===== src/rtl/margin_pkg.sv =====
// margin_pkg: constants, types and register layout for the margining block.
// assumes one 40 MHz core clock and a PMBus front end that delivers decoded
// command words to the block.
package margin_pkg;

	localparam int N_CHAN = 12;
	localparam int N_PWM = 8;
	localparam int N_DAC = 4;
	localparam int CODE_W = 8;
	localparam int VOUT_W = 16;
	localparam int PAGE_W = 4;

	// command code of the margin loop configuration word
	localparam logic [7:0] CMD_MARGIN_LOOP_CONFIG = 8'hDF;

	// field positions inside margin_loop_config
	localparam int CFG_SLOPE_BIT = 15;
	localparam int CFG_OPEN_LOOP_BIT = 14;
	localparam int CFG_INIT_LSB = 0;
	localparam logic [15:0] CFG_RESET = 16'h0000;
	localparam logic [CODE_W-1:0] DAC_INIT_VALUE = 8'h00;
	localparam logic [CODE_W-1:0] CODE_ZERO = 8'h00;
	localparam logic [CODE_W-1:0] CODE_FULL = 8'hFF;
	localparam logic [CODE_W-1:0] CODE_STEP = 8'h01;

	// averaging: four samples, sum shifted right by two
	localparam logic [1:0] AVG_LAST = 2'h3;
	localparam int AVG_SHIFT = 2;
	// band of 1 percent: |avg - target| * 100 > target
	localparam logic [7:0] BAND_PERCENT = 8'h64;

	// timing
	localparam int CLK_HZ = 40_000_000;
	localparam int PWM_HZ = 312_500;
	localparam int PWM_PERIOD = CLK_HZ / PWM_HZ;
	localparam int PWM_CNT_W = $clog2(PWM_PERIOD);
	localparam int HOLDOFF_MS = 100;
	localparam int HOLDOFF_CYC = (CLK_HZ / 1000) * HOLDOFF_MS;

	typedef enum logic [1:0] {
		OP_OFF = 2'b00,
		OP_LOW = 2'b01,
		OP_HIGH = 2'b10
	} margin_op_t;

	typedef enum logic [1:0] {
		MG_IDLE = 2'b00,
		MG_WAIT_PG = 2'b01,
		MG_RUN = 2'b10
	} margin_state_t;

	typedef struct packed {
		logic slope;
		logic open_loop;
		logic [CODE_W-1:0] init_value;
	} margin_cfg_t;

	typedef struct packed {
		logic valid;
		logic write;
		logic [7:0] code;
		logic [PAGE_W-1:0] page;
		logic [15:0] wdata;
	} pmbus_cmd_t;

	typedef struct packed {
		logic valid;
		logic [PAGE_W-1:0] chan;
		logic [VOUT_W-1:0] vout;
	} vout_sample_t;

endpackage


===== src/rtl/closed_loop_margining.sv =====
// closed_loop_margining: closed-loop margining of 12 supplies, pwm on 0-7,
// external current dac codes on 8-11, with the margin configuration word.
// assumes synchronous inputs, an adc that delivers averaged-path samples per
// channel, and a dac master outside that ships current_dac_code_o.
//
// Summary of operation
// RULE1 - polarity bit: 0 more dac current or duty lowers, 1 as specified raises; pwm channels ignore it, wider duty always lowers
// RULE2 - open-loop bit 1 holds the code at the initial value while margining
// RULE3 - configuration bits 13 to 8 always read back as zero
// RULE4 - pwm channels start margining from the 8-bit initial value
// RULE5 - in open loop the initial value drives pwm duty or dac level directly
// RULE6 - channels 8 to 11 drive external dac outputs 0 to 3
// RULE7 - margining starts on a margin state once all supplies are power good
// RULE8 - average four samples; outside 1 percent of target, step once
// RULE9 - polarity bit picks step direction so output moves toward target
// RULE10 - after margin off with faults ignored, hold off fault monitoring 100ms
// RULE11 - fault when first step already overshoots target in margin direction
// RULE12 - fault when code hits zero or full scale with target unreached
// RULE13 - on fault keep margining, set status margin bit, channel bit, alert
// RULE14 - dac link failure shows as fault when code reaches full scale
// RULE15 - dac channels get initial value zero automatically
// RULE16 - channels 0 to 7 use pwm outputs 0 to 7 at 312.5kHz
// RULE17 - pwm and dac outputs are high impedance when margining inactive
// RULE18 - pin used for another function suppresses margining on it
// RULE19 - step is one code count, saturating at zero and full scale
// RULE20 - code freezes inside the 1 percent band, resumes once outside
`timescale 1ns/1ps
`default_nettype none

module closed_loop_margining #(
	parameter int HOLDOFF_CYCLES = margin_pkg::HOLDOFF_CYC
) (
	input wire logic core_clk_i,
	input wire logic rstn_i,
	input wire margin_pkg::pmbus_cmd_t cmd_i,
	input wire logic [1:0] margin_op_i,
	input wire logic ignore_faults_i,
	input wire logic all_power_good_i,
	input wire margin_pkg::vout_sample_t sample_i,
	input wire logic [margin_pkg::N_CHAN-1:0][margin_pkg::VOUT_W-1:0]
		target_high_i,
	input wire logic [margin_pkg::N_CHAN-1:0][margin_pkg::VOUT_W-1:0]
		target_low_i,
	input wire logic [margin_pkg::N_PWM-1:0] pin_other_function_i,
	input wire logic alert_enable_i,
	input wire logic status_clear_i,
	output logic [15:0] rd_data_o,
	output logic rd_valid_o,
	output logic [margin_pkg::N_PWM-1:0] margin_pwm_out_o,
	output logic [margin_pkg::N_PWM-1:0] margin_pwm_oe_o,
	output logic [margin_pkg::N_DAC-1:0][margin_pkg::CODE_W-1:0]
		current_dac_code_o,
	output logic [margin_pkg::N_DAC-1:0] current_dac_oe_o,
	output logic status_margin_o,
	output logic [margin_pkg::N_CHAN-1:0] margin_fault_o,
	output logic alert_o,
	output logic fault_monitor_hold_o
);

	localparam int NC = margin_pkg::N_CHAN;
	localparam int NP = margin_pkg::N_PWM;
	localparam int CW = margin_pkg::CODE_W;
	localparam int VW = margin_pkg::VOUT_W;
	localparam int PCW = margin_pkg::PWM_CNT_W;
	localparam int PAGE_W_T = margin_pkg::PAGE_W;

	function automatic logic is_dac_chan(input int ch);
		return ch >= NP;
	endfunction

	margin_pkg::margin_cfg_t cfg [NC];
	margin_pkg::margin_state_t state;
	margin_pkg::margin_state_t next_state;
	logic [CW-1:0] code [NC];
	logic [VW+1:0] acc [NC];
	logic [1:0] nsamp [NC];
	logic [NC-1:0] first_chk;
	logic [NC-1:0] stepped_once;
	logic [NC-1:0] fault_evt;
	logic [NC-1:0] chan_active;
	logic [PCW-1:0] pwm_phase;
	logic [31:0] hold_cnt;
	logic ignored_while_run;

	// register access decode
	wire cfg_hit = cmd_i.valid && cmd_i.code == margin_pkg::CMD_MARGIN_LOOP_CONFIG
		&& 32'(cmd_i.page) < NC;
	wire cfg_wr = cfg_hit && cmd_i.write;
	wire cfg_rd = cmd_i.valid && !cmd_i.write;
	wire [PAGE_W_T-1:0] page_sel = cmd_i.page;
	margin_pkg::margin_cfg_t rd_cfg;
	logic [15:0] rd_fields;
	assign rd_cfg = cfg[page_sel];
	// fields land by their package positions; every other bit stays zero
	always_comb begin
		rd_fields = 16'h0000; // RULE3
		rd_fields[margin_pkg::CFG_SLOPE_BIT] = rd_cfg.slope;
		rd_fields[margin_pkg::CFG_OPEN_LOOP_BIT] = rd_cfg.open_loop;
		rd_fields[margin_pkg::CFG_INIT_LSB +: CW] = rd_cfg.init_value;
	end
	wire [15:0] rd_word = cfg_hit ? rd_fields : 16'h0000; // RULE3

	// sequencing of the margin session
	wire op_margin = margin_op_i == margin_pkg::OP_LOW
		|| margin_op_i == margin_pkg::OP_HIGH;
	wire op_high = margin_op_i == margin_pkg::OP_HIGH;
	wire run = state == margin_pkg::MG_RUN;
	wire leaving = state != margin_pkg::MG_IDLE && !op_margin;

	always_comb begin
		next_state = state;
		unique case (state)
			margin_pkg::MG_IDLE: begin
				if (op_margin) begin
					next_state = margin_pkg::MG_WAIT_PG; // RULE7
				end
			end
			margin_pkg::MG_WAIT_PG: begin
				if (!op_margin) begin
					next_state = margin_pkg::MG_IDLE;
				end else if (all_power_good_i) begin
					next_state = margin_pkg::MG_RUN; // RULE7
				end
			end
			margin_pkg::MG_RUN: begin
				if (!op_margin) begin
					next_state = margin_pkg::MG_IDLE;
				end
			end
			default: begin
				next_state = margin_pkg::MG_IDLE;
			end
		endcase
	end

	wire start = state == margin_pkg::MG_WAIT_PG
		&& next_state == margin_pkg::MG_RUN;

	always_ff @(posedge core_clk_i) begin
		if (!rstn_i) begin
			state <= margin_pkg::MG_IDLE;
			rd_data_o <= 16'h0000;
			rd_valid_o <= 1'b0;
			pwm_phase <= '0;
		end else begin
			state <= next_state;
			rd_data_o <= cfg_rd ? rd_word : rd_data_o;
			rd_valid_o <= cfg_rd;
			pwm_phase <= pwm_phase + PCW'(1); // RULE16
		end
	end

	// fault monitoring holdoff after an ignore-all-faults session; the
	// length is a parameter so a bench can run a short window
	wire hold_load = leaving && (ignored_while_run || (run && ignore_faults_i));
	always_ff @(posedge core_clk_i) begin
		if (!rstn_i) begin
			ignored_while_run <= 1'b0;
			hold_cnt <= 32'h00000000;
			fault_monitor_hold_o <= 1'b0;
		end else begin
			if (run && ignore_faults_i) begin
				ignored_while_run <= 1'b1;
			end else if (leaving) begin
				ignored_while_run <= 1'b0;
			end
			if (hold_load) begin
				hold_cnt <= 32'(HOLDOFF_CYCLES); // RULE10
			end else if (hold_cnt != 32'h00000000) begin
				hold_cnt <= hold_cnt - 32'h00000001;
			end
			// hold_cnt still carries the load value one cycle later, hence > 1
			fault_monitor_hold_o <= hold_load || hold_cnt > 32'h00000001; // RULE10
		end
	end

	// per-channel loop
	genvar g;
	generate
		for (g = 0; g < NC; g++) begin : g_chan
			localparam logic [PAGE_W_T-1:0] PG = PAGE_W_T'(g);
			localparam bit DAC = is_dac_chan(g);
			wire blocked = DAC ? 1'b0 : pin_other_function_i[g % NP]; // RULE18
			wire my_sample = run && sample_i.valid && sample_i.chan == PG;
			wire [VW+1:0] sum = acc[g] + {2'b00, sample_i.vout};
			wire [VW-1:0] avg = sum[VW+1:margin_pkg::AVG_SHIFT]; // RULE8
			wire iter = my_sample && nsamp[g] == margin_pkg::AVG_LAST;
			wire [VW-1:0] tgt = op_high ? target_high_i[g] : target_low_i[g];
			wire above = avg > tgt;
			wire [VW-1:0] diff = above ? avg - tgt : tgt - avg;
			wire out_band = ({8'h00, diff} * {{VW{1'b0}},
				margin_pkg::BAND_PERCENT}) > {8'h00, tgt}; // RULE8
			// the slope bit is read literally: for pwm both settings make a
			// wider duty pull the output down
			wire inc_raises = DAC && cfg[g].slope; // RULE1
			wire inc = (!above) == inc_raises; // RULE9
			wire at_limit = inc ? code[g] == margin_pkg::CODE_FULL
				: code[g] == margin_pkg::CODE_ZERO;
			wire overshoot = first_chk[g] && out_band
				&& (op_high ? above : !above); // RULE11
			wire saturated = out_band && at_limit; // RULE12 RULE14
			wire closed = !cfg[g].open_loop;
			wire [CW-1:0] stepped = inc ? code[g] + margin_pkg::CODE_STEP
				: code[g] - margin_pkg::CODE_STEP; // RULE19
			assign chan_active[g] = run && !blocked;
			assign fault_evt[g] = iter && closed && chan_active[g]
				&& (overshoot || saturated);

			always_ff @(posedge core_clk_i) begin
				if (!rstn_i) begin
					cfg[g].slope <=
						margin_pkg::CFG_RESET[margin_pkg::CFG_SLOPE_BIT];
					cfg[g].open_loop <=
						margin_pkg::CFG_RESET[margin_pkg::CFG_OPEN_LOOP_BIT];
					cfg[g].init_value <=
						margin_pkg::CFG_RESET[margin_pkg::CFG_INIT_LSB +: CW];
				end else if (cfg_wr && cmd_i.page == PG) begin
					cfg[g].slope <= cmd_i.wdata[margin_pkg::CFG_SLOPE_BIT];
					cfg[g].open_loop <= cmd_i.wdata[margin_pkg::CFG_OPEN_LOOP_BIT];
					cfg[g].init_value <= DAC ? margin_pkg::DAC_INIT_VALUE
						: cmd_i.wdata[margin_pkg::CFG_INIT_LSB +: CW]; // RULE15
				end
			end

			always_ff @(posedge core_clk_i) begin
				if (!rstn_i) begin
					code[g] <= margin_pkg::CODE_ZERO;
					acc[g] <= '0;
					nsamp[g] <= 2'h0;
					first_chk[g] <= 1'b0;
					stepped_once[g] <= 1'b0;
				end else if (start || !run) begin
					code[g] <= cfg[g].init_value; // RULE4 RULE15
					stepped_once[g] <= 1'b0;
					acc[g] <= '0;
					nsamp[g] <= 2'h0;
					first_chk[g] <= 1'b0;
				end else if (!closed) begin
					code[g] <= cfg[g].init_value; // RULE2 RULE5
				end else if (my_sample) begin
					nsamp[g] <= nsamp[g] + 2'h1;
					acc[g] <= iter ? '0 : sum;
					if (iter) begin
						// inside the band the code simply stays put
						if (out_band && !at_limit) begin
							code[g] <= stepped; // RULE8 RULE19 RULE20
						end
						// a later return to the initial code must not re-arm
						// the overshoot check, so only the first step counts
						first_chk[g] <= out_band && !at_limit
							&& !stepped_once[g]; // RULE11
						stepped_once[g] <= stepped_once[g]
							|| (out_band && !at_limit);
					end
				end
			end
		end
	endgenerate

	// pin drivers: pwm compare and dac code, enables only while margining
	generate
		for (g = 0; g < NP; g++) begin : g_pwm
			// the phase steps by two codes, so one period spans the 8-bit code
			wire duty_on = {pwm_phase, 1'b0} < code[g];
			always_ff @(posedge core_clk_i) begin
				if (!rstn_i) begin
					margin_pwm_out_o[g] <= 1'b0;
					margin_pwm_oe_o[g] <= 1'b0;
				end else begin
					margin_pwm_out_o[g] <= duty_on; // RULE16
					margin_pwm_oe_o[g] <= chan_active[g]; // RULE16 RULE17 RULE18
				end
			end
		end
		// a dead dac link is invisible here: it only shows as saturation
		for (g = 0; g < margin_pkg::N_DAC; g++) begin : g_dac
			always_ff @(posedge core_clk_i) begin
				if (!rstn_i) begin
					current_dac_code_o[g] <= margin_pkg::CODE_ZERO;
					current_dac_oe_o[g] <= 1'b0;
				end else begin
					current_dac_code_o[g] <= code[NP + g]; // RULE6
					current_dac_oe_o[g] <= chan_active[NP + g]; // RULE6 RULE17
				end
			end
		end
	endgenerate

	// status: set wins over clear, margining carries on regardless
	wire any_fault = |fault_evt;
	wire keep = !status_clear_i;
	always_ff @(posedge core_clk_i) begin
		if (!rstn_i) begin
			status_margin_o <= 1'b0;
			margin_fault_o <= '0;
			alert_o <= 1'b0;
		end else begin
			status_margin_o <= any_fault || (status_margin_o && keep); // RULE13
			margin_fault_o <= fault_evt | (margin_fault_o & {NC{keep}}); // RULE13
			alert_o <= (alert_enable_i && any_fault) || (alert_o && keep); // RULE13
		end
	end

endmodule // closed_loop_margining
`default_nettype wire


===== config.mk =====
export PLATFORM = sky130hd
export DESIGN_NAME = closed_loop_margining
export DESIGN_NICKNAME = d
export VERILOG_FILES = /design/src/rtl/margin_pkg.sv /design/src/rtl/closed_loop_margining.sv
export SDC_FILE = /design/constraint.sdc
export NUM_CORES = 2
export LEC_CHECK = 0
export BUFFER_PORTS_ARGS = -buffer_cell sky130_fd_sc_hd__buf_2
export CELL_PAD_IN_SITES_DETAIL_PLACEMENT = 2
export CELL_PAD_IN_SITES_GLOBAL_PLACEMENT = 2
export CORE_MARGIN = 1
export CORE_UTILIZATION = 42
export DETAILED_ROUTE_END_ITERATION = 16
export PLACE_DENSITY = 0.93
export SLEW_MARGIN = 20
export SYNTH_ARGS = -nofsm -noshare
export SYNTH_HDL_FRONTEND = slang
export SYNTH_SLANG_ARGS = --single-unit

===== constraint.sdc =====
create_clock -name core_clk_i -period 23.7 [get_ports core_clk_i]
set_input_delay 0 -clock core_clk_i [delete_from_list [all_inputs] [get_ports core_clk_i]]
set_output_delay 0 -clock core_clk_i [all_outputs]
set_load 0.005 [all_outputs]

==> results of run 1 <==
kinds of logic after synthesis:
| logic type | after synthesis | share of synthesized area, % |
|---|---|---|
| simple gates | 2396 | 15.1 |
| compound gates | 2212 | 18.3 |
| fa+ha+maj | 1656 | 27.8 |
| buf+inv | 1374 | 6.71 |
| xor+xnor | 661 | 7.33 |
| flops | 565 | 19.6 |
| mux | 373 | 5.15 |
| other cells | 1 | 0.00473 |
per-stage QoR:
step / hold WS (ns) / area (um^2) / utilization, %
floorplan: 0.0724 / 79200 / -
global placement: 0.207 / 84500 / 45.0
detailed placement: 0.221 / 84500 / 45.0
CTS: 0.0240 / 87400 / 46.6
metal layers:
metal,GRT usage (%),overflow
met2,93.2,21
met1,77.4,4
met4,81.8,33
met5,64.7,6
met3,72.6,15
Yosys cell counts, drive strengths merged, types with 15 or more instances:
cell type     n  area [um^2]
nor3        186          957
o41ai        20          183
mux4         22          495
inv        1112         4170
o211ai       39          298
and2        163         1020
a211o        26          228
a21o        349         2620
a211oi       96          731
nand4        97          607
o31ai        33          258
dfxtp       142         2840
or2          46          288
or3          59          380
xor2        236         2070
and3         69          432
nor2        751         2840
a221oi       27          243
buf          92          493
nand2b      112          701
nand3b       22          165
nor3b        35          263
nor4         59          375
a31oi        62          424
mux2i       313         3160
nor2b       145          907
a2111oi      27          244
a21oi       625         3160
ha         1484        18600
edfxtp      423        12700
a221o        15          151
or4          23          176
o21ai       456         2300
and4         19          166
o21bai       93          698
clkbuf      168          632
o221ai       21          184
nand2       416         1570
a22o         37          324
xnor2       425         3740
fa          172         3440
a21boi       36          270
mux2         38          428
o21a         85          638
nand3       156          786
==> results.tsv, run 1 <==
stage	metric	value	unit
placement	dpl hpwl	285000	um
clock_tree	CTS Buf Count	74	
global_route	GRT Residual Overflow	79	
floorplanning	die width	436	um
placement	GPL Wtd Cong	0.941	
global_route	largest net degree at the start of global routing	58	
placement	Setup WS pre-CTS	9.62	ns
clock_tree	PostCTS Resize Cnt	0	
placement	DP Cell Count	12100	
yosys	share of the yosys chip area belonging to registers	19.6	%
floorplanning	Vert. Die Dim	436	um
yosys	Async SR Flop Fraction	0	%
yosys	Post-synth EDFFs	423	
clock_tree	Post-CTS Hold Fix Bufs	29	
outcome	outcome	stopped before the end	
floorplanning	boundary pin count	535	
yosys	Seq cells post-synth	565	
clock_tree	setup bufs post-CTS	0	
yosys	Synth Warn #	0	
floorplanning	Starting Density	42.2	%
yosys	Post-Syn Area	79200	um^2
floorplanning	FP Rows	159	
outcome	stop err	[ERROR GRT-0232] Routing congestion too high. Check the congestion heatmap in the GUI.	
clock_tree	H-tree levels	3	
clock_tree	CTS sink cnt	565	
yosys	Mean Syn Cell Area	8.57	um^2
clock_tree	CTS Root Buffer Type	clkbuf_16	
yosys	Post-synth top flop	edfxtp_1	
yosys	Post-Synthesis Cells	9238	
global_route	total track usage	81.0	%
placement	# port buffers	522	
clock_tree	maximum buffer depth of the clock tree	3	
outcome	failing step	global routing	
yosys	Yosys cell types	125	
global_route	initial antenna violation count	140	
==> run 2, diff against run 1 <==
--- a/config.mk
+++ b/config.mk
@@ -6,12 +6,10 @@
 export NUM_CORES = 2
 export LEC_CHECK = 0
 export BUFFER_PORTS_ARGS = -buffer_cell sky130_fd_sc_hd__buf_2
-export CELL_PAD_IN_SITES_DETAIL_PLACEMENT = 2
-export CELL_PAD_IN_SITES_GLOBAL_PLACEMENT = 2
 export CORE_MARGIN = 1
-export CORE_UTILIZATION = 42
+export CORE_UTILIZATION = 30
 export DETAILED_ROUTE_END_ITERATION = 16
-export PLACE_DENSITY = 0.93
+export PLACE_DENSITY_LB_ADDON = 0.15
 export SLEW_MARGIN = 20
 export SYNTH_ARGS = -nofsm -noshare
 export SYNTH_HDL_FRONTEND = slang
==> results.tsv, run 2 <==
stage	metric	value	unit	change
finish	most common cell after layout, fill and taps aside	ha_1		
global_route	GRT Residual Overflow	0		
placement	GPL Wtd Cong	0.865		-8.1%
yosys	Yosys cell types	125		unchanged
routing	Vias/cell	5.05		
pwr	VDD IR max	122	uV	
global_route	largest net degree at the start of global routing	60		
yosys	count leader, synth	ha_1		
clock_tree	CTS Buf Count	75		+1.4%
routing	post-route ant nets	0		
flow_run	Max Cap Violations	0		
yosys	Seq cells post-synth	565		unchanged
timing	RSZ-0062 raised after global routing	no		
floorplanning	Vert. Die Dim	516	um	+18%
hold_path	worst hold path class	in2reg		
floorplanning	die area	266000	um^2	
yosys	Post-Syn Area	79200	um^2	unchanged
routing	Initial DRT Pass Iterations	6		
pwr	power per cell area	145	nW/um^2	
timing	slew at the pin closest to its max-slew limit	1.29	ns	
floorplanning	FP Rows	188		+18%
finish	register with the most flip-flops	acc		
timing	Final Max Tran Viols	0		
finish	biggest regs	acc x216, code x96, cfg x88		
floorplanning	core region area	263000	um^2	
clock_tree	Worst-Skew Late Latency	0.72	ns	
timing	fraction of the cycle the final worst path needs	59.9	%	
placement	# port buffers	522		unchanged
worst_setup_path	Critical-path top delay cell	a211oi_1		
worst_setup_path	Worst Setup Path Type	reg2reg		
yosys	Post-synth top flop	edfxtp_1		
timing	setup_tns	0	ns	
floorplanning	die width	516	um	+18%
finish	most frequent cells in the layout	ha_1, inv_1, nor2_1, a21oi_1, buf_2		
worst_setup_path	Critical Path Most Common Cell	o21ai_0		
global_route	global-route wire length before repair	383000	um	
worst_setup_path	CP startpoint kind	register		
floorplanning	boundary pin count	535		unchanged
timing	fin crit period	14.19	ns	
yosys	share of the yosys chip area belonging to registers	19.6	%	unchanged
routing	Post-Route WL	250000	um	
routing	First DRT Iteration DRCs	3610		
worst_setup_path	crit path DAT	14.79	ns	
global_route	vias in the first global route	66100		
finish	number of fill cells	27500		
timing	Rel. slew slack	13.4	%	
worst_setup_path	crit-path max FO	23		
finish	max reg flops	216		
placement	dpl hpwl	204000	um	-29%
timing	Final Hold Vio Count	0		
yosys	Post-Synthesis Cells	9238		unchanged
routing	DR vias	67200		
timing	highest clock rate	70.5	MHz	
worst_setup_path	crit end category	register		
clock_tree	clock slew at reported path FFs	0.06	ns	
finish	final design utilization	33.9	%	
yosys	Async SR Flop Fraction	0	%	unchanged
yosys	Synth area leaders	ha_1, edfxtp_1, inv_1		
outcome	outcome	finished clean		
finish	share of cells above drive strength 1	9.66	%	
placement	Cell Area, Placed	85900	um^2	+1.7%
global_route	total track usage	18.4	%	
routing	post-DR wirelength/cell	18.8	um	
timing	WHS	0.0371	ns	
floorplanning	Starting Density	30.2	%	-12 points
routing	Residual DRC	0		
timing	endpoints failing setup	0		
yosys	Synth area leader	ha_1		
timing	clock skew	0.0472	ns	
yosys	Mean Syn Cell Area	8.57	um^2	unchanged
clock_tree	H-tree levels	3		unchanged
finish	synth-to-layout area growth	12.2	%	
finish	nets	11800		
clock_tree	CTS Root Buffer Type	clkbuf_16		
global_route	initial antenna violation count	27		
finish	post-route cell area	88900	um^2	
clock_tree	maximum buffer depth of the clock tree	3		unchanged
clock_tree	TritonCTS clock tree	built		
yosys	Post-synth EDFFs	423		unchanged
pwr	Leak	43.1	nW	
yosys	commonest cells in the netlist	ha_1, inv_1, nor2_1		
yosys	Synth top area share	23.4	%	unchanged
clock_tree	CTS sink cnt	565		unchanged
yosys	Synth Warn #	0		unchanged
worst_setup_path	CP max stage delay	1.09	ns	
worst_setup_path	CP Data Required Time	24.30	ns	
run 2: kinds of logic (layout without fill, tap and decap cells):
logic type / Yosys count / count (layout) / synth area share (%)
adder cells (fa/ha/maj): 1656 / 1656 / 27.8
flip-flops: 565 / 565 / 19.6
other: 1 / 19 / 0.00473
XOR/XNOR: 661 / 661 / 7.33
multiplexers: 373 / 373 / 5.15
AND/OR/NAND/NOR: 2396 / 2396 / 15.1
buffers and inverters: 1374 / 1918 / 6.71
AO/OA/AOI/OAI: 2212 / 2212 / 18.3
run 2: worst max-delay path, delay by kind of cell, from the launching register on:
kind                       cells  cell delay, ns
AOI/OAI and AO/OA             24            6.91
DFF                            1            0.39
xor gates and xnor gates       3            0.79
buffers and inverters          6            1.65
and+or+nand+nor                9            1.78
muxes                          1            0.22
adders and majority gates      7            2.35
run 2: cell type report:
type | count | area, um^2 | area share, %
Inverter | 1114 | 4190 | 4.71
Clock inverter | 44 | 447 | 0.503
Sequential cell | 565 | 15500 | 17.5
Antenna cell | 13 | 32.5 | 0.0366
Timing Repair Buffer | 666 | 3810 | 4.28
Clock buffer | 94 | 2010 | 2.26
Tap cell | 3515 | 4400 | 4.95
Multi-Input combinational cell | 7304 | 58500 | 65.8
run 2: worst paths after layout:
path,from,to,slack (ns),cells after the start
setup / recovery,acc[2][55],alert_o,9.51,50
setup reg to reg,acc[2][55],alert_o,9.51,50
hold reg to reg,stepped_once[2],stepped_once[2],0.44,2
hold / removal,sample_i[9],acc[2][63],0.04,4
run 2: what timing repair did:
| action | in CTS | in global routing |
|---|---|---|
| setup buffers | 0 | 0 |
| hold endpoints to repair | 140 | 0 |
| gates resized for setup | 0 | 0 |
| hold buffers | 45 | 0 |
run 2: through the flow:
stage                     setup WS, ns  instances  power (mW)
after detailed placement         10.03      13100        11.6
after CTS                         9.55      13300        12.9
after global placement            9.97      13100        11.5
final                             9.51      13300        12.8
after global routing              8.60      13300        14.5
after floorplan                  13.60       9243        9.39
run 2: layer usage:
| layer | vias to the layer above | routed length [um] | GRT usage (%) |
|---|---|---|---|
| met3 | 221 | 9290 | 1.71 |
| li1 | 33800 | - | - |
| met4 | 8 | 6880 | 5.21 |
| met5 | - | 60 | 0 |
| met1 | 32000 | 118000 | 24.7 |
| met2 | 1117 | 115000 | 31.0 |
run 2: report_power, final:
group          switching, mW  internal [mW]  total (mW)
clock                  0.518          0.645        1.16
sequential            0.0412           1.10        1.14
combinational           5.93           4.61        10.5
No activity file was read; power rests on OpenSTA's default activity.
